===== src/pkg/rlc_map.svh =====
// Register offsets, reset values and timing figures for the record level control.
// Assumes inclusion by the design and bench files; definitions only.
`ifndef RLC_MAP_SVH
`define RLC_MAP_SVH
`define RLC_OFS_CFG_A   7'h7b
`define RLC_OFS_CFG_B   7'h7c
`define RLC_OFS_RESTART 7'h7d
`define RLC_RST_CFG     8'h00
`define RLC_RST_GAIN    8'h00
`define RLC_MAX_GAIN    8'hff
// Timing figures in their own unit, then derived base counts
`define RLC_CLK_MHZ     200
`define RLC_MS_CYCLES   (`RLC_CLK_MHZ * 1000)
`define RLC_ATK_MS_0    1
`define RLC_ATK_MS_1    4
`define RLC_REL_MS_BASE 32
// Level codes: full scale 0 dB as 16'h7fff, thresholds as linear amplitudes
`define RLC_DB_0        16'h7fff
`define RLC_DB_M1       16'h7214
`define RLC_DB_M2       16'h65ac
`define RLC_DB_M3       16'h5a9d
`define RLC_DB_M4       16'h50c3
`define RLC_DB_M6       16'h4026
`endif


===== src/pkg/rlc_pkg.sv =====
// Types for the record level control block.
// Assumes the map header sits beside it.
package rlc_pkg;
  typedef enum logic [1:0] {RLC_POL_NONE = 2'h0, RLC_POL_NORMAL = 2'h1,
                            RLC_POL_LIMITED = 2'h2, RLC_POL_RSVD = 2'h3} rlc_policy_e;
  typedef enum logic [1:0] {RLC_ST_IDLE = 2'h0, RLC_ST_ATTACK = 2'h1,
                            RLC_ST_RELEASE = 2'h3} rlc_state_e;
  typedef struct packed {
    logic [1:0]  adc_rate_select;
    logic [1:0]  recovery_step_cap;
    rlc_policy_e recovery_policy;
    logic        channel_trigger_policy;
    logic        level_control_on;
  } rlc_cfg_a_s;
  typedef struct packed {
    logic       rsvd;
    logic [1:0] release_threshold;
    logic [1:0] attack_threshold;
    logic [1:0] release_step_period;
    logic       attack_period;
  } rlc_cfg_b_s;
  typedef struct packed {
    logic        wr;
    logic        rd;
    logic [6:0]  addr;
    logic [7:0]  wdata;
  } rlc_reg_req_s;
  typedef struct packed {
    logic [15:0] left;
    logic [15:0] right;
    logic        valid;
  } rlc_sample_s;
endpackage


===== src/design/rlc_tick_div.sv =====
// Programmable divider giving one-cycle enable pulses.
// Assumes a synchronous active-high reset and a load-free period input.
module rlc_tick_div #(
  parameter int W = 27
) (
  input  wire logic         i_clk,
  input  wire logic         i_rst,
  input  wire logic         i_clr,
  input  wire logic [W-1:0] i_period,
  output logic              o_tick
);
  logic [W-1:0] cnt_q;
  initial begin
    if (W < 2) $error("rlc_tick_div: width too small");
  end
  // Count up to period-1, pulse and wrap; clear restarts the phase
  always_ff @(posedge i_clk) begin
    if (i_rst || i_clr || o_tick) cnt_q <= '0;
    else cnt_q <= cnt_q + W'(1);
  end
  assign o_tick = (cnt_q >= i_period - W'(1)) && !i_clr;
endmodule


===== src/design/rlc_level_ctrl.sv =====
// Record channel automatic level control with its three control registers.
// Assumes samples and register strobes arrive on the core clock domain.
`include "rlc_map.svh"
module rlc_level_ctrl
  import rlc_pkg::*;
#(
  parameter int ATK_W = 20,
  parameter int REL_W = 27,
  parameter int MS_CYCLES = `RLC_MS_CYCLES
) (
  input  wire logic                 I_CORE_CLK,
  input  wire logic                 I_RST,
  input  wire rlc_pkg::rlc_reg_req_s i_req,
  input  wire rlc_pkg::rlc_sample_s  i_sample,
  output logic [7:0]                o_rdata,
  output logic [7:0]                o_gain_reduction,
  output logic                      o_crystal_run,
  output logic                      o_rx_osc_run
);
  import rlc_pkg::*;

  initial begin
    if (MS_CYCLES < 1) $error("rlc_level_ctrl: bad ms count");
    if (64'(MS_CYCLES) * 256 >= (64'd1 << REL_W)) $error("rlc_level_ctrl: REL_W too small");
    if (64'(MS_CYCLES) * 4 >= (64'd1 << ATK_W)) $error("rlc_level_ctrl: ATK_W too small");
  end

  ////////////////////////////////////////////////////////////////////////////
  // Registers
  rlc_cfg_a_s cfg_a_q;
  rlc_cfg_b_s cfg_b_q;
  logic [7:0] gain_q;
  logic [4:0] steps_q;
  logic [7:0] rdata_q;
  wire wr_a   = i_req.wr && (i_req.addr == `RLC_OFS_CFG_A);
  wire wr_b   = i_req.wr && (i_req.addr == `RLC_OFS_CFG_B);
  wire restart = i_req.wr && (i_req.addr == `RLC_OFS_RESTART);

  // Config registers; reserved rate code is stored as written, software owns it
  always_ff @(posedge I_CORE_CLK) begin
    if (I_RST) begin
      cfg_a_q <= `RLC_RST_CFG;
      cfg_b_q <= `RLC_RST_CFG;
    end else begin
      if (wr_a) cfg_a_q <= i_req.wdata;
      if (wr_b) cfg_b_q <= {1'b0, i_req.wdata[6:0]};
    end
  end

  wire [7:0] rd_mux = (i_req.addr == `RLC_OFS_CFG_A)   ? cfg_a_q :
                      (i_req.addr == `RLC_OFS_CFG_B)   ? cfg_b_q :
                      (i_req.addr == `RLC_OFS_RESTART) ? gain_q  : 8'h00;
  always_ff @(posedge I_CORE_CLK) begin
    if (I_RST) rdata_q <= 8'h00;
    else if (i_req.rd) rdata_q <= rd_mux;
  end

  ////////////////////////////////////////////////////////////////////////////
  // Threshold decode, shared by both thresholds
  function automatic logic [15:0] thr_lvl(input logic [1:0] code, input logic is_rel);
    case ({is_rel, code})
      3'h0: thr_lvl = `RLC_DB_0;
      3'h1: thr_lvl = `RLC_DB_M1;
      3'h2: thr_lvl = `RLC_DB_M2;
      3'h3: thr_lvl = `RLC_DB_M4;
      3'h4: thr_lvl = `RLC_DB_M2;
      3'h5: thr_lvl = `RLC_DB_M3;
      3'h6: thr_lvl = `RLC_DB_M4;
      default: thr_lvl = `RLC_DB_M6;
    endcase
  endfunction

  function automatic logic [15:0] mag(input logic [15:0] s);
    mag = s[15] ? (~s + 16'h0001) : s;
  endfunction

  wire [15:0] atk_lvl = thr_lvl(cfg_b_q.attack_threshold, 1'b0);
  wire [15:0] rel_lvl = thr_lvl(cfg_b_q.release_threshold, 1'b1);
  wire [15:0] mag_l = mag(i_sample.left);
  wire [15:0] mag_r = mag(i_sample.right);
  wire over_l = mag_l >= atk_lvl;
  wire over_r = mag_r >= atk_lvl;
  wire over  = cfg_a_q.channel_trigger_policy ? (over_l && over_r) : (over_l || over_r);
  wire below = (mag_l < rel_lvl) && (mag_r < rel_lvl);

  ////////////////////////////////////////////////////////////////////////////
  // Timers: attack and release step enables
  // attack period select
  wire [ATK_W-1:0] atk_per = ATK_W'(MS_CYCLES * (cfg_b_q.attack_period ? `RLC_ATK_MS_1
                                                                      : `RLC_ATK_MS_0));
  wire [REL_W-1:0] rel_per = REL_W'(MS_CYCLES * (`RLC_REL_MS_BASE
                                                  << cfg_b_q.release_step_period));
  logic atk_tick;
  logic rel_tick;
  logic hot_q;
  logic quiet_q;
  rlc_tick_div #(.W(ATK_W)) u_atk (
    .i_clk    (I_CORE_CLK),
    .i_rst    (I_RST),
    .i_clr    (restart),
    .i_period (atk_per),
    .o_tick   (atk_tick)
  );
  rlc_tick_div #(.W(REL_W)) u_rel (
    .i_clk    (I_CORE_CLK),
    .i_rst    (I_RST),
    .i_clr    (restart),
    .i_period (rel_per),
    .o_tick   (rel_tick)
  );

  // Level memory per period: any hot sample in an attack period, all quiet in release
  // A sample on a tick edge opens the next period, so it is never dropped
  logic hot_any_q;
  logic quiet_all_q;
  wire  hot_now  = i_sample.valid && over;
  wire  loud_now = i_sample.valid && !below;
  always_ff @(posedge I_CORE_CLK) begin
    if (I_RST || restart) hot_any_q <= 1'b0;
    else if (atk_tick) hot_any_q <= hot_now;
    else if (hot_now) hot_any_q <= 1'b1;
  end
  always_ff @(posedge I_CORE_CLK) begin
    if (I_RST || restart) quiet_all_q <= 1'b1;
    else if (rel_tick) quiet_all_q <= !loud_now;
    else if (loud_now) quiet_all_q <= 1'b0;
  end
  assign hot_q   = hot_any_q;
  assign quiet_q = quiet_all_q;

  ////////////////////////////////////////////////////////////////////////////
  // Gain control state machine
  rlc_state_e st_q;
  rlc_state_e st_d;
  wire [4:0] cap_lim = 5'((6'h04 << cfg_a_q.recovery_step_cap) - 6'h01);
  wire rec_ok = (cfg_a_q.recovery_policy == RLC_POL_NORMAL) ||
                ((cfg_a_q.recovery_policy == RLC_POL_LIMITED) && (steps_q < cap_lim));
  wire do_atk = cfg_a_q.level_control_on && atk_tick && hot_q && (gain_q != `RLC_MAX_GAIN);
  wire do_rel = cfg_a_q.level_control_on && rel_tick && quiet_q && rec_ok && !do_atk &&
                (gain_q != 8'h00);

  always_comb begin
    st_d = st_q;
    case (st_q)
      RLC_ST_IDLE:    if (do_atk) st_d = RLC_ST_ATTACK;
      RLC_ST_ATTACK:  if (do_rel) st_d = RLC_ST_RELEASE;
      RLC_ST_RELEASE: if (do_atk) st_d = RLC_ST_ATTACK;
                      else if (gain_q == 8'h01 && do_rel) st_d = RLC_ST_IDLE;
      default:        st_d = RLC_ST_IDLE;
    endcase
  end

  // off clears reduction; restart also clears
  always_ff @(posedge I_CORE_CLK) begin
    if (I_RST || restart || !cfg_a_q.level_control_on) begin
      st_q   <= RLC_ST_IDLE;
      gain_q <= `RLC_RST_GAIN;
    end else begin
      st_q <= st_d;
      if (do_atk) gain_q <= gain_q + 8'h01;
      else if (do_rel) gain_q <= gain_q - 8'h01;
    end
  end

  always_ff @(posedge I_CORE_CLK) begin
    if (I_RST || restart) steps_q <= 5'h00;
    else if (do_rel && cfg_a_q.recovery_policy == RLC_POL_LIMITED) steps_q <= steps_q + 5'h01;
  end

  assign o_rdata          = rdata_q;
  assign o_gain_reduction = gain_q;
  assign o_crystal_run = 1'b1;
  assign o_rx_osc_run  = 1'b1;

  ////////////////////////////////////////////////////////////////////////////
  // Checks
  property p_off_zero;
    @(posedge I_CORE_CLK) disable iff (I_RST)
    !cfg_a_q.level_control_on |=> gain_q == 8'h00;
  endproperty
  a_off_zero: assert property (p_off_zero) else $error("reduction while off");
  property p_restart;
    @(posedge I_CORE_CLK) disable iff (I_RST)
    restart |=> gain_q == 8'h00 && steps_q == 5'h00;
  endproperty
  a_restart: assert property (p_restart) else $error("restart did not clear");
  property p_read;
    @(posedge I_CORE_CLK) disable iff (I_RST)
    i_req.rd && i_req.addr == `RLC_OFS_RESTART |=> o_rdata == $past(gain_q);
  endproperty
  a_read: assert property (p_read) else $error("read not gain");
  property p_norec;
    @(posedge I_CORE_CLK) disable iff (I_RST)
    cfg_a_q.recovery_policy == RLC_POL_NONE && cfg_a_q.level_control_on && !restart
    |=> gain_q >= $past(gain_q);
  endproperty
  a_norec: assert property (p_norec) else $error("recovered in no-recovery");
  property p_cap;
    @(posedge I_CORE_CLK) disable iff (I_RST)
    cfg_a_q.recovery_policy == RLC_POL_LIMITED && steps_q <= cap_lim && !wr_a
    |=> steps_q <= cap_lim;
  endproperty
  a_cap: assert property (p_cap) else $error("step cap exceeded");
  property p_step;
    @(posedge I_CORE_CLK) disable iff (I_RST)
    !restart && cfg_a_q.level_control_on && !atk_tick && !rel_tick |=> $stable(gain_q);
  endproperty
  a_step: assert property (p_step) else $error("gain moved off tick");
  property p_stop;
    @(posedge I_CORE_CLK) disable iff (I_RST)
    cfg_a_q.recovery_policy == RLC_POL_LIMITED && cfg_a_q.level_control_on &&
    steps_q == cap_lim && !do_atk && !restart
    |=> gain_q == $past(gain_q);
  endproperty
  a_stop: assert property (p_stop) else $error("recovered past cap");
  property p_trig;
    @(posedge I_CORE_CLK) disable iff (I_RST)
    cfg_a_q.channel_trigger_policy && !hot_any_q && !(i_sample.valid && over_l && over_r)
    |=> !hot_any_q;
  endproperty
  a_trig: assert property (p_trig) else $error("both-channel trigger broken");
endmodule


===== config.mk =====
export PLATFORM = sky130hd
export DESIGN_NAME = rlc_level_ctrl
export DESIGN_NICKNAME = d
export VERILOG_FILES = /design/src/pkg/rlc_pkg.sv /design/src/design/rlc_tick_div.sv /design/src/design/rlc_level_ctrl.sv
export VERILOG_INCLUDE_DIRS = /design/src /design/src/pkg
export SDC_FILE = /design/constraint.sdc
export NUM_CORES = 1
export LEC_CHECK = 0
export ABC_AREA = 1
export BUFFER_PORTS_ARGS = -buffer_cell sky130_fd_sc_hd__buf_2
export CAP_MARGIN = 30
export CORE_AREA = 5 5 122 124
export CTS_BUF_LIST = sky130_fd_sc_hd__clkbuf_16
export CTS_CLUSTER_SIZE = 40
export DETAILED_ROUTE_END_ITERATION = 10
export DIE_AREA = 0 0 127 129
export PLACE_DENSITY = 0.78
export SLEW_MARGIN = 0
export SYNTH_ARGS = -nofsm -noshare
export SYNTH_HDL_FRONTEND = slang
export SYNTH_SLANG_ARGS = --single-unit

===== constraint.sdc =====
create_clock -name I_CORE_CLK -period 3.58 [get_ports I_CORE_CLK]
set_input_delay 0.537 -clock I_CORE_CLK [delete_from_list [all_inputs] [get_ports I_CORE_CLK]]
set_output_delay 0.537 -clock I_CORE_CLK [all_outputs]
set_load 0.1 [all_outputs]

; Word-level counts from Yosys, hierarchy flattened
; Index checks and enable logic that the tools add are counted.
[word_totals]
register_bits = 85
inputBits = 52
output_inout_bits = 18
[op_classes]
eq_ne = 11
n_bitwise = 2
add_sub_neg = 10
n_lt_le_gt_ge = 7
n_reduce_logical = 36
shift = 2
mul = 2
n_mux = 15
[op_table]
columns = operator, count
row1 = $pmux 16 s4, 1
row2 = $pmux 14 s3, 1
row3 = $mux 8, 5
row4 = $add 16x1->16 const B, 2
row5 = $ge 16x16->1, 2
row6 = $lt 16x16->1, 2
row7 = $mul 13x32->21 const A, 1
row8 = $mux 16, 2
row9 = $not 16->16, 2
row10 = $shl 6x2->32 const A, 1
row11 = $add 27x1->27 const B, 1
row12 = $ge 27x27->1, 1
row13 = $sub 27x1->27 const B, 1
row14 = $eq 7x7->1 const B, 3
row15 = $add 20x1->20 const B, 1
row16 = $ge 20x20->1, 1
row17 = $sub 20x1->20 const B, 1
row18 = $logic_and 1x1->1, 19
row19 = $mul 12x3->14 const A, 1
row20 = $add 8x1->8 const B, 1
row21 = $eq 2x2->1 const B, 4
row22 = $ne 8x8->1 const B, 1
row23 = $reduce_bool 8->1, 1
row24 = $sub 8x1->8 const B, 1
row25 = 11 further kinds, 29

; Logic depth before layout (Yosys ltp)
[logic_depth]
depth_word = 13
ltp_mapped = 27
mapped_depth_nobuf = 27

; Hierarchy
; From an unflattened synthesis, not the netlist that was laid out.
[hier_totals]
cells_unflattened = 1380
area_unflattened_um2 = 9212.6
[by_module_without_submodules]
columns = mod, n_inst, area_per_inst_um2, cells_each
row1 = rlc_level_ctrl, 1, 4464.3, 649
row2 = rlc_tick_div (u_rel), 1, 2865.2, 447
row3 = rlc_tick_div (u_atk), 1, 1883.1, 284

; Least setup slack after synthesis
; OpenSTA, ideal clock, no wires.
[synth_timing]
kind = register -> register
from = register cfg_b_q[1] (netlist bit)
to = register steps_q[2]
path_slack_ps = -167
arrival_ps = 3625
path_stages_with_launch = 26
period_less_slack_ps = 3747
setup_time_ps = 123
n_path_buf = 0
cell_sequence = dfxtp_1 -> inv_1 -> ha_1 -> xor2_1 -> ha_1 -> ha_1 -> ha_1 -> nand2_1 -> nand2_1 -> nand2_1 -> a31oi_1 -> nand2_1 -> nor2_1 -> xor2_1 -> ha_1 -> nand2_1 -> nor2_1 -> nand4_1 -> nor2_1 -> nand4_1 -> nand4_2 -> nand3_4 -> nor2_8 -> nand2_2 -> nand2_1 -> a21oi_1
[synth_via]
elab_chain_len = 11
[synth_rtl]
columns = item, line
row1 = from (decl), rlc_level_ctrl.sv:31  ; rlc_cfg_b_s cfg_b_q;
row2 = from (signal assigned), rlc_level_ctrl.sv:43  ; cfg_b_q <= `RLC_RST_CFG;
row3 = from (signal assigned), rlc_level_ctrl.sv:46  ; if (wr_b) cfg_b_q <= {1'b0, i_req.wdata[6:0]};
row4 = $shl 6x2->32 (no source line), -
row5 = $mul 13x32->21, rlc_level_ctrl.sv:91  ; wire [REL_W-1:0] rel_per = REL_W'(MS_CYCLES * (`RLC_REL_MS_BASE
row6 = $sub 27x1->27, rlc_tick_div.sv:21  ; assign o_tick = (cnt_q >= i_period - W'(1)) && !i_clr;
row7 = $ge 27x27->1, rlc_tick_div.sv:21
row8 = $logic_and 1x1->1, rlc_tick_div.sv:21
row9 = $logic_and 1x1->1 (5 in series), rlc_level_ctrl.sv:139  ; wire do_rel = cfg_a_q.level_control_on && rel_tick && quiet_q && rec_ok && !do_atk &&
row10 = $logic_and 1x1->1, rlc_level_ctrl.sv:167  ; else if (do_rel && cfg_a_q.recovery_policy == RLC_POL_LIMITED) steps_q <= steps_q + 5'h01;
row11 = to (signal assigned), rlc_level_ctrl.sv:167
row12 = to (decl), rlc_level_ctrl.sv:33  ; logic [4:0] steps_q;
; No other way between the ends.
; A chain may end at the register's enable or synchronous reset.

; Worst setup path in the final report
[layout_timing]
from = register cfg_b_q[1] (netlist bit)
to = register u_rel.cnt_q[18]
[layout_via]
elab_chain_len = 6
[layout_rtl]
columns = item, line
row1 = $shl 6x2->32 (no source line), -
row2 = $mul 13x32->21, rlc_level_ctrl.sv:91
row3 = $sub 27x1->27, rlc_tick_div.sv:21
row4 = $ge 27x27->1, rlc_tick_div.sv:21
row5 = $logic_and 1x1->1, rlc_tick_div.sv:21
row6 = $logic_or 1x1->1, rlc_tick_div.sv:18  ; if (i_rst || i_clr || o_tick) cnt_q <= '0;
row7 = to (signal assigned), rlc_tick_div.sv:19  ; else cnt_q <= cnt_q + W'(1);
row8 = to (decl), rlc_tick_div.sv:12  ; logic [W-1:0] cnt_q;
; No other way between the ends.

==> results.md <==
- Status: finished with violations
- Failing checks: negative setup slack
- FMAX: 0.266 GHz
- Final Hold Viols: 0
- Buffers added on ports: 67
- Final Setup Violations: 41
- Largest net degree at the start of global routing: 21
- Logic gate share of total power: 0.142
- Clock power frac: 0.432
- Top_reg_cell synth: dfxtp_1
- I/O pins: 70
- Hold depth: 1
- Hold Crit Class: flop to flop
- Final worst setup slack: -0.181 ns
- First-pass GRT wire length: 29.9 mm
- Pleak: 4.06 nW
- Chip width: 127 um
- Vias in the first global route: 6,526
- CTS sink cnt: 85
- First-iteration detailed-routing DRC count: 364
- # diodes: 0
- CP max-delay cell: dfxtp_4
- WL per Instance: 13.9 um
- Core ar.: 13,700 um^2
- P&R area growth vs syn: 17.5%
- R2r worst-path depth: 24
- # fillers: 1,268
- DRT Pass-1 Iters: 5
- Setup crit start kind: flop
- Clk_skew: 0.00390 ns
- GR Overflow Total: 0
- Starting Density: 0.539
- Worst-path fanout max: 9
- Die Area: 16,400 um^2
- Slew headroom: 0.505
- Dpl cells: 1,284
- CP peak stage delay: 0.41 ns
- Routed Antenna Nets: 0
- Clock latency on the worst-skew pair: 0.34 ns
- CP arrival: 4.02 ns
- Clock root buffer: clkbuf_16
- Final RePlAce weighted congestion: 0.876
- Cell area after synthesis: 7360 um^2
- H-tree depth: 3
- MaxCap Viol Count: 0
- Required time worst endpoint: 3.84 ns
- CP Depth: 24
- Final HPWL DP: 14.1 mm
- RSZ-0062 raised after global routing: true
- Seq pwr share: 0.427
- Asr flop ratio synth: 0
- Pint: 1.68 mW
- Die Ht: 129 um
- Worst Setup Path Type: flop to flop
- Final Cycle Share: 1.05
- Cts bufs inserted: 9
- Max-slew violations: 0
- GRT Total Usage: 0.219
- Post-layout minimum cycle time: 3.76 ns
- CP most frequent cell: nand2_2
- Synth cell types: 50
- Delay-heaviest family, CP: adder cells
- Post-synth EDFFs: 0
- TritonCTS clock tree: done
- YS warnings: 0
- Worst path cell trace: inv_6 -> ha_4 -> xor2_2 -> ha_4 -> ha_4 -> ha_4 -> nand2_2 -> nand2_2 -> nand2_2 -> a31oi_4 -> nand2_2 -> nor2_2 -> xor2_1 -> ha_1 -> nand2_2 -> nor2_2 -> buf_4 -> a21oi_2 -> nand4_2 -> buf_4 -> nand2_2 -> nand2_4 -> buf_12 -> nor3b_1
- Rows: 43
- CP Capture Type: flop
- Fraction of layout cells with a size suffix above 1: 0.170
- FF+latch count, synth: 85
- Drt total wl: 18.2 mm
- Antenna violations before repair: 0
- Post-layout util: 0.633
- Layout Nets: 1,290
- Slew @ Worst Pin: 0.740 ns
- Bufs on Longest Clock Path: 2
- Mean Syn Cell Area: 7.15 um^2
- Routed vias/inst: 5.33
- Clock-pin slew on the worst setup and hold paths: 0.06 ns
- DRC viols: 0
- Vias: 6,959
- Fin cells: 1,305
- WP buf/inv: 4
- Sw power: 570 uW
- Net Sw Frac: 0.254
- Power density over the cells: 260 nW/um^2
- Worst IR Drop VDD: 0.000249 V
- Cell count after synthesis: 1,029
- Seq/Total Area, Yosys: 0.231
-- worst register-to-register path, delay by kind of cell, from the launching register on --
kind	cells	cell delay, ns
xor+xnor	2	0.35
fa+ha+maj	5	1.09
buf+inv	4	0.53
flops	1	0.41
simple gates	11	0.98
compound gates	2	0.30
-- area by class of cell --
| type | instances | area, um^2 | area share |
|---|---|---|---|
| Inverter | 140 | 536 | 0.0619 |
| Tap cell | 180 | 225 | 0.0260 |
| Clock buffer | 9 | 225 | 0.0260 |
| Clock inverter | 7 | 83.8 | 0.00969 |
| Sequential cell | 85 | 1710 | 0.198 |
| Timing Repair Buffer | 92 | 564 | 0.0652 |
| Multi-Input combinational cell | 792 | 5310 | 0.613 |
-- registers in the layout, summed over array words and instances (netlist names) --
signal            cells
u_rel.cnt_q          27
u_atk.cnt_q          20
cfg_a_q               8
o_gain_reduction      8
o_rdata               8
cfg_b_q               7
steps_q               5
hot_any_q             1
quiet_all_q           1
-- cell usage in the layout (no fill, tap or decap), types with 15 or more instances in the layout --
| cell | n |
|---|---|
| nand3_1 | 42 |
| buf_4 | 20 |
| xnor2_1 | 17 |
| nand4_1 | 19 |
| inv_1 | 133 |
| a21oi_1 | 75 |
| xor2_1 | 46 |
| nand2_2 | 15 |
| o21ai_0 | 37 |
| nand2_1 | 193 |
| ha_1 | 104 |
| nor2_1 | 108 |
| dfxtp_1 | 83 |
| buf_2 | 67 |
| nor3_1 | 17 |
-- metrics by stage --
| stage | TNS [ns] | power [mW] | setup WS (ns) | hold slack [ns] | cell area [um^2] |
|---|---|---|---|---|---|
| after floorplan | 0 | 1.19 | 0.000146 | 0.413 | 7400 |
| after global placement | -1.09 | 1.27 | -0.108 | 0.425 | 8060 |
| after detailed placement | -8.01 | 1.29 | -0.321 | 0.436 | 8060 |
| after CTS | -0.600 | 2.25 | -0.0807 | 0.437 | 8480 |
| after global routing | -14.00 | 2.35 | -0.389 | 0.472 | 8650 |
| final | -4.53 | 2.25 | -0.181 | 0.443 | 8650 |
-- final timing paths --
check / slack, ns / to / start
worst max register to register: -0.18 / u_rel.cnt_q[18]$_SDFF_PP0_ / cfg_b_q[1]$_SDFFE_PP0P_
worst min-delay path: 0.44 / u_atk.cnt_q[0]$_SDFF_PP0_ / u_atk.cnt_q[0]$_SDFF_PP0_
worst min register to register: 0.44 / u_atk.cnt_q[0]$_SDFF_PP0_ / u_atk.cnt_q[0]$_SDFF_PP0_
worst max-delay path: -0.18 / u_rel.cnt_q[18]$_SDFF_PP0_ / cfg_b_q[1]$_SDFFE_PP0P_
-- power groups by stage --
stage | Sequential, mW | Combinational, mW | Clock [mW]
4_1_cts | 0.958 | 0.309 | 0.984
6_report | 0.959 | 0.318 | 0.969
3_5_place_dp | 0.980 | 0.306 | 0
5_1_grt | 0.959 | 0.363 | 1.03
2_1_floorplan | 0.982 | 0.210 | 0
3_3_place_gp | 0.979 | 0.295 | 0
-- Yosys cell counts, types with 2 or more instances --
library cell / number / area share
nand2_1: 203 / 0.10
inv_1: 135 / 0.069
ha_1: 117 / 0.20
nor2_1: 112 / 0.057
dfxtp_1: 85 / 0.23
a21oi_1: 77 / 0.052
xor2_1: 47 / 0.056
nand3_1: 43 / 0.029
o21ai_0: 37 / 0.025
nand4_1: 19 / 0.016
nor3_1: 19 / 0.013
xnor2_1: 17 / 0.020
a211oi_1: 10 / 0.010
a31oi_1: 8 / 0.0068
nand2_2: 7 / 0.0060
nor3b_1: 7 / 0.0071
o22ai_1: 7 / 0.0060
clkbuf_1: 6 / 0.0031
nand3_2: 6 / 0.0082
inv_2: 5 / 0.0026
nor4_1: 5 / 0.0043
o21a_1: 5 / 0.0051
buf_4: 4 / 0.0041
nor2_4: 4 / 0.0061
a21boi_0: 3 / 0.0031
a21o_1: 3 / 0.0031
buf_2: 3 / 0.0020
nand3b_1: 3 / 0.0031
nor2_2: 3 / 0.0026
nor3_2: 3 / 0.0041
nand4_2: 2 / 0.0034
nor3_4: 2 / 0.0044
nor4_4: 2 / 0.0058
o21bai_1: 2 / 0.0020
or2_0: 2 / 0.0017
or2_2: 2 / 0.0017
-- logic make-up after synthesis --
family                     count (synthesis)  synth area share
AOI/OAI and AO/OA                        157             0.119
xor gates and xnor gates                  64            0.0762
adders and majority gates                118             0.202
buffers and inverters                    153            0.0806
DFF                                       85             0.231
other                                      1          0.000510
and+or+nand+nor                          451             0.291
-- per-layer routing --
metal  vias to the layer above  track usage  routed length, um
li1                       3590            -                  -
met1                      3185        0.298               8770
met2                       160        0.365               8310
met3                        24       0.0328                828
met4                         0       0.0536                264
met5                         -            0                  0
-- repair_timing --
item	in CTS	in global routing
endpoints found under the setup margin	41	41
gates resized for setup	20	30
gates cloned	0	2
pin swaps	10	3
hold buffers	0	0
endpoints found under the hold margin	0	0
buffers inserted	2	1
No activity file was read; power rests on OpenSTA's default activity.
